$ cat config.mk
export PLATFORM = sky130hd
export DESIGN_NAME = acc_conv_ctrl
export DESIGN_NICKNAME = d
export VERILOG_FILES = /design/src/rtl/acc_pkg.sv /design/src/rtl/acc_conv_ctrl.sv
export SDC_FILE = /design/constraint.sdc
export NUM_CORES = 1
export LEC_CHECK = 0
export ABC_AREA = 1
export ABC_CLOCK_PERIOD_IN_PS = 2000
export BUFFER_PORTS_ARGS = -buffer_cell sky130_fd_sc_hd__clkbuf_2
export CELL_PAD_IN_SITES_DETAIL_PLACEMENT = 0
export CELL_PAD_IN_SITES_GLOBAL_PLACEMENT = 1
export CORE_UTILIZATION = 38
export DETAILED_ROUTE_END_ITERATION = 16
export PLACE_DENSITY_LB_ADDON = 0.1
export SETUP_SLACK_MARGIN = 0.3
export SLEW_MARGIN = 20
export SYNTH_ARGS = -nofsm -noshare
export SYNTH_HDL_FRONTEND = slang
export SYNTH_SLANG_ARGS = --single-unit
$ cat constraint.sdc
create_clock -name clk_in -period 2 [get_ports clk_in]
set_clock_uncertainty 0.1 [all_clocks]
set_input_delay 0.2 -clock clk_in [delete_from_list [all_inputs] [get_ports clk_in]]
set_output_delay 0.2 -clock clk_in [all_outputs]
set_load 0.05 [all_outputs]
$ cat src/rtl/acc_pkg.sv
// Package for the converter control block: register map, fields, timing counts.
package acc_pkg;

  // ****************************************************************
  // Register offsets
  // ****************************************************************
  localparam logic [2:0] ACC_OFS_CTRL_A  = 3'h0;
  localparam logic [2:0] ACC_OFS_CTRL_B  = 3'h1;
  localparam logic [2:0] ACC_OFS_IN_SEL  = 3'h2;
  localparam logic [2:0] ACC_OFS_RES_LO  = 3'h3;
  localparam logic [2:0] ACC_OFS_RES_HI  = 3'h4;
  localparam logic [2:0] ACC_OFS_DIS     = 3'h5;

  // ****************************************************************
  // Field positions
  // ****************************************************************
  localparam int ACC_BIT_EN    = 7;
  localparam int ACC_BIT_START = 6;
  localparam int ACC_BIT_AUTO  = 5;
  localparam int ACC_BIT_FLAG  = 4;
  localparam int ACC_BIT_IE    = 3;
  localparam int ACC_BIT_LEFT  = 5;

  // ****************************************************************
  // Reset values and masks
  // ****************************************************************
  localparam logic [7:0] ACC_RST_BYTE  = 8'h00;
  localparam logic [7:0] ACC_MASK_B    = 8'h47;
  localparam logic [7:0] ACC_MASK_SEL  = 8'hEF;
  localparam logic [7:0] ACC_MASK_DIS  = 8'h3F;

  // ****************************************************************
  // Timing counts in converter clock cycles
  // ****************************************************************
  localparam logic [4:0] ACC_CONV_NORMAL = 5'd13;
  localparam logic [4:0] ACC_CONV_FIRST  = 5'd25;

  // ****************************************************************
  // Trigger sources
  // ****************************************************************
  localparam logic [2:0] ACC_TRIG_FREE = 3'h0;

  typedef enum logic [1:0] {
    ACC_IDLE,
    ACC_BUSY
  } acc_state_t;

  typedef struct packed {
    logic [2:0] addr;
    logic [7:0] wdata;
    logic       wr;
    logic       rd;
  } acc_bus_t;

endpackage

$ cat src/rtl/acc_conv_ctrl.sv
// Converter conversion control, result registers and trigger logic.
//
// Behaviour
// - Single mode: each write of one to start and enable bits while not busy begins a conversion.
// - Free running: first start write launches, then conversions run back to back.
// - First conversion after enable, or started with enable, takes 25 cycles not 13.
// - Start bit reads one while busy, clears at completion; writing zero ignored.
// - Auto trigger enabled: rising edge of selected trigger starts a conversion.
// - Complete flag sets when conversion finishes and results are updated.
// - Interrupt request while flag, interrupt enable and global enable are set.
// - Flag clears on vector taken or writing one; writing zero leaves it.
// - Prescaler codes 0,1 divide by 2; codes 2..7 divide by 4..128.
// - Right adjust: high byte holds bits 9:8, low byte bits 7:0.
// - Left adjust: high byte holds bits 9:2, low byte bits 1:0 at 7:6.
// - Reading low byte blocks result updates until high byte is read.
// - Trigger source has no effect while auto trigger is disabled.
// - Switching to a set trigger source from a clear one starts a conversion.
// - Selecting free running never by itself creates a trigger event.
// - Trigger codes: free, comparator, ext irq0, t0 cmpA, t0 ovf, t1 cmpB, t1 ovf, t1 capt.
// - Disable bit set turns pin input buffer off; port bit reads zero.
// - Inputs 7 and 6 have no digital buffer and no disable bit.
// - Clearing converter enable turns off and aborts any conversion.
// - Reference and channel changes take effect only after conversion completes.
`timescale 1ns/1ps
`default_nettype none

module acc_conv_ctrl
  import acc_pkg::*;
(
  // Clock and reset
  input  wire logic        clk_in,
  input  wire logic        rst_in,
  // Register port
  input  wire logic [2:0]  addr_in,
  input  wire logic [7:0]  wdata_in,
  input  wire logic        wr_in,
  input  wire logic        rd_in,
  output logic      [7:0]  rdata_out,
  // Core interrupt handshake
  input  wire logic        global_ie_in,
  input  wire logic        irq_ack_in,
  output logic             irq_out,
  // Trigger sources, index 1..7
  input  wire logic [7:1]  trig_src_in,
  // Analog core
  input  wire logic [9:0]  sample_data_in,
  output logic             conv_clk_out,
  output logic             conv_busy_out,
  output logic             conv_on_out,
  output logic      [3:0]  channel_out,
  output logic      [1:0]  reference_out,
  // Digital pins
  input  wire logic [7:0]  pin_raw_in,
  output logic      [7:0]  pin_value_out,
  output logic      [5:0]  pin_buf_en_out
);

  // ****************************************************************
  // Registers
  // ****************************************************************
  logic       enable_reg, auto_reg, flag_reg, ie_reg;
  logic [2:0] psc_reg;
  logic [2:0] trig_sel_reg;
  logic [7:0] sel_reg;
  logic [3:0] channel_reg;
  logic [1:0] reference_reg;
  logic [5:0] dis_reg;
  logic [9:0] result_reg;
  logic       lock_reg;
  logic       first_reg;
  logic       trig_prev_reg;
  acc_state_t state_reg;
  logic [6:0] div_reg;
  logic [4:0] cyc_reg;
  logic [4:0] len_reg;
  logic [7:0] rdata_reg;
  logic [7:0] pin_reg;
  acc_bus_t   bus;

  assign bus = '{addr: addr_in, wdata: wdata_in, wr: wr_in, rd: rd_in};

  // ****************************************************************
  // Decode
  // ****************************************************************
  wire wr_a    = bus.wr && (bus.addr == ACC_OFS_CTRL_A);
  wire wr_b    = bus.wr && (bus.addr == ACC_OFS_CTRL_B);
  wire wr_sel  = bus.wr && (bus.addr == ACC_OFS_IN_SEL);
  wire wr_dis  = bus.wr && (bus.addr == ACC_OFS_DIS);
  wire rd_lo   = bus.rd && (bus.addr == ACC_OFS_RES_LO);
  wire rd_hi   = bus.rd && (bus.addr == ACC_OFS_RES_HI);
  wire en_next = wr_a ? bus.wdata[ACC_BIT_EN] : enable_reg;
  wire busy    = (state_reg == ACC_BUSY);
  wire left    = sel_reg[ACC_BIT_LEFT];

  // Prescaler: tick on the last system clock of each converter clock period.
  wire [2:0] psc_eff  = (psc_reg == 3'h0) ? 3'h1 : psc_reg;
  wire [6:0] div_top  = 7'((8'h01 << psc_eff) - 8'h01);
  wire       conv_tick = (div_reg == div_top);

  // Trigger: selected level; free running restarts on done but never fires on selection.
  wire [7:0] src_vec  = {trig_src_in, 1'b0};
  wire       trig_lvl = src_vec[trig_sel_reg];
  wire       trig_edge = trig_lvl && !trig_prev_reg;
  wire       done     = busy && conv_tick && (cyc_reg == len_reg - 5'd1);
  wire       free_run = (trig_sel_reg == ACC_TRIG_FREE);
  wire       auto_go  = enable_reg && auto_reg &&
                        (free_run ? done : trig_edge);
  wire       sw_go    = wr_a && bus.wdata[ACC_BIT_START] && en_next;
  wire       start    = en_next && (sw_go || auto_go) && (!busy || done);
  wire       flag_clr = irq_ack_in || (wr_a && bus.wdata[ACC_BIT_FLAG]);

  // ****************************************************************
  // Control registers
  // ****************************************************************
  always_ff @(posedge clk_in) begin
    if (rst_in) begin
      enable_reg   <= 1'b0;
      auto_reg     <= 1'b0;
      ie_reg       <= 1'b0;
      psc_reg      <= 3'h0;
      trig_sel_reg <= 3'h0;
      sel_reg      <= ACC_RST_BYTE;
      dis_reg      <= 6'h00;
    end else begin
      if (wr_a) begin
        enable_reg <= bus.wdata[ACC_BIT_EN];
        auto_reg   <= bus.wdata[ACC_BIT_AUTO];
        ie_reg     <= bus.wdata[ACC_BIT_IE];
        psc_reg    <= bus.wdata[2:0];
      end
      if (wr_b) begin
        trig_sel_reg <= bus.wdata[2:0];
      end
      if (wr_sel) begin
        sel_reg <= bus.wdata & ACC_MASK_SEL;
      end
      if (wr_dis) begin
        dis_reg <= bus.wdata[5:0];
      end
    end
  end

  // ****************************************************************
  // Conversion sequencer
  // ****************************************************************
  always_ff @(posedge clk_in) begin
    if (rst_in) begin
      state_reg     <= ACC_IDLE;
      div_reg       <= 7'h00;
      cyc_reg       <= 5'h00;
      len_reg       <= ACC_CONV_NORMAL;
      first_reg     <= 1'b0;
      trig_prev_reg <= 1'b0;
      channel_reg   <= 4'h0;
      reference_reg <= 2'h0;
    end else begin
      trig_prev_reg <= trig_lvl;
      div_reg <= (conv_tick || !en_next) ? 7'h00 : div_reg + 7'h01;
      if (!enable_reg && en_next) begin
        first_reg <= 1'b1;
      end
      if (!en_next) begin
        state_reg <= ACC_IDLE;
      end else if (start) begin
        state_reg <= ACC_BUSY;
        cyc_reg   <= 5'h00;
        div_reg   <= 7'h00;
        len_reg   <= (first_reg || !enable_reg) ? ACC_CONV_FIRST : ACC_CONV_NORMAL;
        first_reg <= 1'b0;
      end else if (done) begin
        state_reg <= ACC_IDLE;
      end else if (busy && conv_tick) begin
        cyc_reg <= cyc_reg + 5'd1;
      end
      // Selection reaches the analog core only between conversions.
      if (!busy || done) begin
        channel_reg   <= sel_reg[3:0];
        reference_reg <= sel_reg[7:6];
      end
    end
  end

  // ****************************************************************
  // Result, lock and flag
  // ****************************************************************
  always_ff @(posedge clk_in) begin
    if (rst_in) begin
      result_reg <= 10'h000;
      lock_reg   <= 1'b0;
      flag_reg   <= 1'b0;
    end else begin
      if (rd_lo) begin
        lock_reg <= 1'b1;
      end else if (rd_hi) begin
        lock_reg <= 1'b0;
      end
      // A locked result is lost rather than stalling the converter.
      if (done && !lock_reg) begin
        result_reg <= sample_data_in;
        flag_reg   <= 1'b1;
      end else if (flag_clr) begin
        flag_reg <= 1'b0;
      end
    end
  end

  // ****************************************************************
  // Read data and pins
  // ****************************************************************
  wire [7:0] res_hi = left ? result_reg[9:2] : {6'h00, result_reg[9:8]};
  wire [7:0] res_lo = left ? {result_reg[1:0], 6'h00} : result_reg[7:0];
  wire [7:0] ctrl_a = {enable_reg, busy, auto_reg, flag_reg, ie_reg, psc_reg};
  wire [7:0] rd_mux =
    (bus.addr == ACC_OFS_CTRL_A) ? ctrl_a :
    (bus.addr == ACC_OFS_CTRL_B) ? ({5'h00, trig_sel_reg} & ACC_MASK_B) :
    (bus.addr == ACC_OFS_IN_SEL) ? sel_reg :
    (bus.addr == ACC_OFS_RES_LO) ? res_lo :
    (bus.addr == ACC_OFS_RES_HI) ? res_hi :
    (bus.addr == ACC_OFS_DIS)    ? ({2'h0, dis_reg} & ACC_MASK_DIS) : 8'h00;

  always_ff @(posedge clk_in) begin
    if (rst_in) begin
      rdata_reg <= 8'h00;
      pin_reg   <= 8'h00;
    end else begin
      rdata_reg <= bus.rd ? rd_mux : 8'h00;
      pin_reg   <= {2'b00, pin_raw_in[5:0] & ~dis_reg};
    end
  end

  assign rdata_out      = rdata_reg;
  assign irq_out        = flag_reg && ie_reg && global_ie_in;
  assign conv_clk_out   = enable_reg && (div_reg <= {1'b0, div_top[6:1]});
  assign conv_busy_out  = busy;
  assign conv_on_out    = enable_reg;
  assign channel_out    = channel_reg;
  assign reference_out  = reference_reg;
  assign pin_value_out  = pin_reg;
  assign pin_buf_en_out = ~dis_reg;

endmodule

`default_nettype wire

==> qor.txt <==
initial DRC count - 146
failing checks - negative setup slack
GR Layer Usage met3 - 4.34%
Synth top area share - 42.5%
CTS Buffer Depth - 2
Largest stage delay, worst path - 0.41 ns
most frequent cells after synthesis - dfxtp_1 (71), inv_1 (64), nand2_1 (61), nor2_1 (60), o21ai_0 (50)
grt total ovfl - 0
Clk Latency, worst-skew pair - 0.35 ns
ant diodes - 0
PwrDens - 667 mW/mm2
HP Class - primary input to flip-flop
ANT nets after route - 0
CTS Sinks - 71
CTS root buf - clkbuf_8
Die H - 95.8 um
initial antenna violation count - 0
sequential power share - 49.9%
clk slew on worst S/H paths - 0.08 ns
Distinct cells, synth - 36
FF-to-FF path depth - 14
EDFF count, synth - 0
Post-Synthesis Cells - 460
CP endpoint kind - primary output
RSZ-0062 raised after global routing - yes
CP Launch Type - flip-flop
Num CTS Buffers - 9
Reg-to-Reg End - len_reg[4]
starting density of the core - 39.9%
placed cell area - 0.00395 mm2
main area contributors after synthesis - dfxtp_1 (43%), o21ai_0 (7.5%), inv_1 (7.2%)
CP max FO - 7
final design instance area without fill - 0.00439 mm2
static leakage - 1.89 nW
Crit Path Class - flip-flop to primary output
final wirelength - 9.28 mm
first-pass GRT wire length - 14.5 mm
VDD IR-drop max - 0.335 mV
final net count - 606
final setup fails - 1
met1 Track Usage GR - 30.1%
worst r2r src - psc_reg[2]
TritonRoute pass-1 iters - 4
Most Crowded Layer GR - met2
# rows - 33
Worst Setup SP - psc_reg[2]
fraction of registers with async set or reset after synthesis - 0%
largest area contributor in the netlist - dfxtp_1
Int Pwr - 2.12 mW
DP Wirelength - 6.89 mm
Top FF cell, synth - dfxtp_1
Vias - 3245
syn avg cell area - 7.27 um2
number of synthesized register bits - 71
Routability Congestion - 0.865
H-tree depth - 3
Die ar. - 0.00917 mm2
Vias/cell - 4.89
WL/cell - 14.0 um
met2 usage - 31.9%
period utilization - 117%
pins over their slew limit - 0
Overall Global Routing Usage - 21.3%
top-count cell post-synth - dfxtp_1
R2R Setup Slk - 0.02 ns
largest net degree at the start of global routing - 37
max reg flops - 10
PortBufs - 69
Area Growth Syn to Fin - 31.4%
area of the core - 0.00838 mm2
number of global-route vias before repair - 2970
outcome - finished with violations
clock period minus worst slack - 2.34 ns
cell-by-cell trace of the critical path - nand2_4 > ha_1 > nand2_2 > nor2_4 > a211oi_2 > a41oi_2 > nor3_4 > buf_12
Arr. time, crit path - 2.04 ns
CP endpoint - conv_clk_out
register area share after synthesis - 42.5%
CTS tree - done
# DRC - 0
Final WS setup - -0.344 ns
highest clock rate - 0.427 GHz
clock power share - 38.9%
layout cells sized above 1 - 28.6%
CP max-delay cell - dfxtp_4
Sw Ratio - 27.7%
Switch Pwr - 0.812 mW
Placed Cells - 639
MaxCap Viol Count - 0
hold path depth - 3
Non-Filler Instances - 664
Syn Std Cell Area - 0.00334 mm2
I/O pins - 74
Die Wd - 95.8 um
worst endpoint required time - 1.70 ns
Comb pwr share - 11.1%
Yosys warnings - 0
Final Hold Fails - 0
## timing repair
action	4_1_cts	5_1_grt
setup endpoints to repair	34	34
hold buffers	8	0
pin swaps	7	7
hold endpoints to repair	8	0
setup buffers	1	0
resized for setup	16	24
gates cloned	0	1
## through the flow
| stage | hold slack, ns | TNS, ns | utilization, % | setup WS, ns | power (mW) |
|---|---|---|---|---|---|
| after global placement | 0.311 | -0.00388 | 47.1 | -0.00388 | 1.79 |
| after CTS | 0.0000181 | -0.505 | 51.2 | -0.283 | 2.94 |
| after detailed placement | 0.314 | -0.0956 | 47.1 | -0.0956 | 1.79 |
| final | 0.0128 | -0.344 | 52.4 | -0.344 | 2.93 |
| after floorplan | 0.223 | -0.00847 | - | -0.00847 | 1.68 |
| after global routing | 0.0167 | -2.16 | 52.4 | -0.426 | 3.03 |
## final cells by class
type                            count  area, um2
Multi-Input combinational cell    309       1800
Tap cell                          105        131
Fill cell                         814       3990
Timing Repair Buffer               96        583
Clock inverter                      6       61.3
Clock buffer                        9        124
Inverter                           68        265
Sequential cell                    71       1430
## critical path, delay by kind of cell (launching register included)
| family | cells | cell delay, ns |
|---|---|---|
| adders and majority gates | 1 | 0.32 |
| buffers and inverters | 1 | 0.16 |
| AOI/OAI and AO/OA | 2 | 0.39 |
| and+or+nand+nor | 4 | 0.41 |
| DFF | 1 | 0.41 |
## cell usage in the layout (no fill, tap or decap), types with 3 or more instances in the layout
master	count
nand4_1	3
o22ai_1	5
inv_1	62
clkbuf_8	9
nor2_4	4
nand2_2	16
clkbuf_2	68
buf_4	19
dfxtp_2	3
inv_4	3
xor2_1	7
a21oi_2	3
dfxtp_1	66
nor2_2	4
nand2_4	3
inv_2	3
o21ai_1	3
nor2_1	56
a21oi_1	40
a221oi_1	4
o21ai_0	48
nor3_1	5
ha_1	5
nand3_1	28
nand2_1	50
dlygate4sd3_1	8
ha_4	4
## routing by layer
layer / vias to the layer above / routed length (um)
met1: 1463 / 4650
met5: - / 0
met3: 13 / 440
met2: 75 / 4040
li1: 1694 / -
met4: 0 / 145
## power by group through the flow
stage / sequential (mW) / clock, mW / combinational (mW)
2_1_floorplan: 1.53 / 0 / 0.150
3_3_place_gp: 1.49 / 0 / 0.294
3_5_place_dp: 1.50 / 0 / 0.298
4_1_cts: 1.46 / 1.16 / 0.317
5_1_grt: 1.47 / 1.21 / 0.356
6_report: 1.46 / 1.14 / 0.326
## kinds of logic after synthesis
logic type / after synthesis / synth area share (%)
xor+xnor: 8 / 2.10
flops: 71 / 42.5
fa+ha+maj: 9 / 3.37
other cells: 1 / 0.112
buf+inv: 82 / 9.77
simple gates: 178 / 24.2
compound gates: 111 / 17.9
## how the worst min path moves through the flow
stage                        startpoint               end  slack, ns
after global placement    pin_raw_in[5]  pin_value_out[5]       0.31
after detailed placement  pin_raw_in[3]  pin_value_out[3]       0.31
after CTS                    irq_ack_in          flag_reg    0.00002
after floorplan           pin_raw_in[0]  pin_value_out[0]       0.22
final                        irq_ack_in          flag_reg       0.01
after global routing         irq_ack_in          flag_reg       0.02
Note: power is estimated with default switching activity, not from simulation.
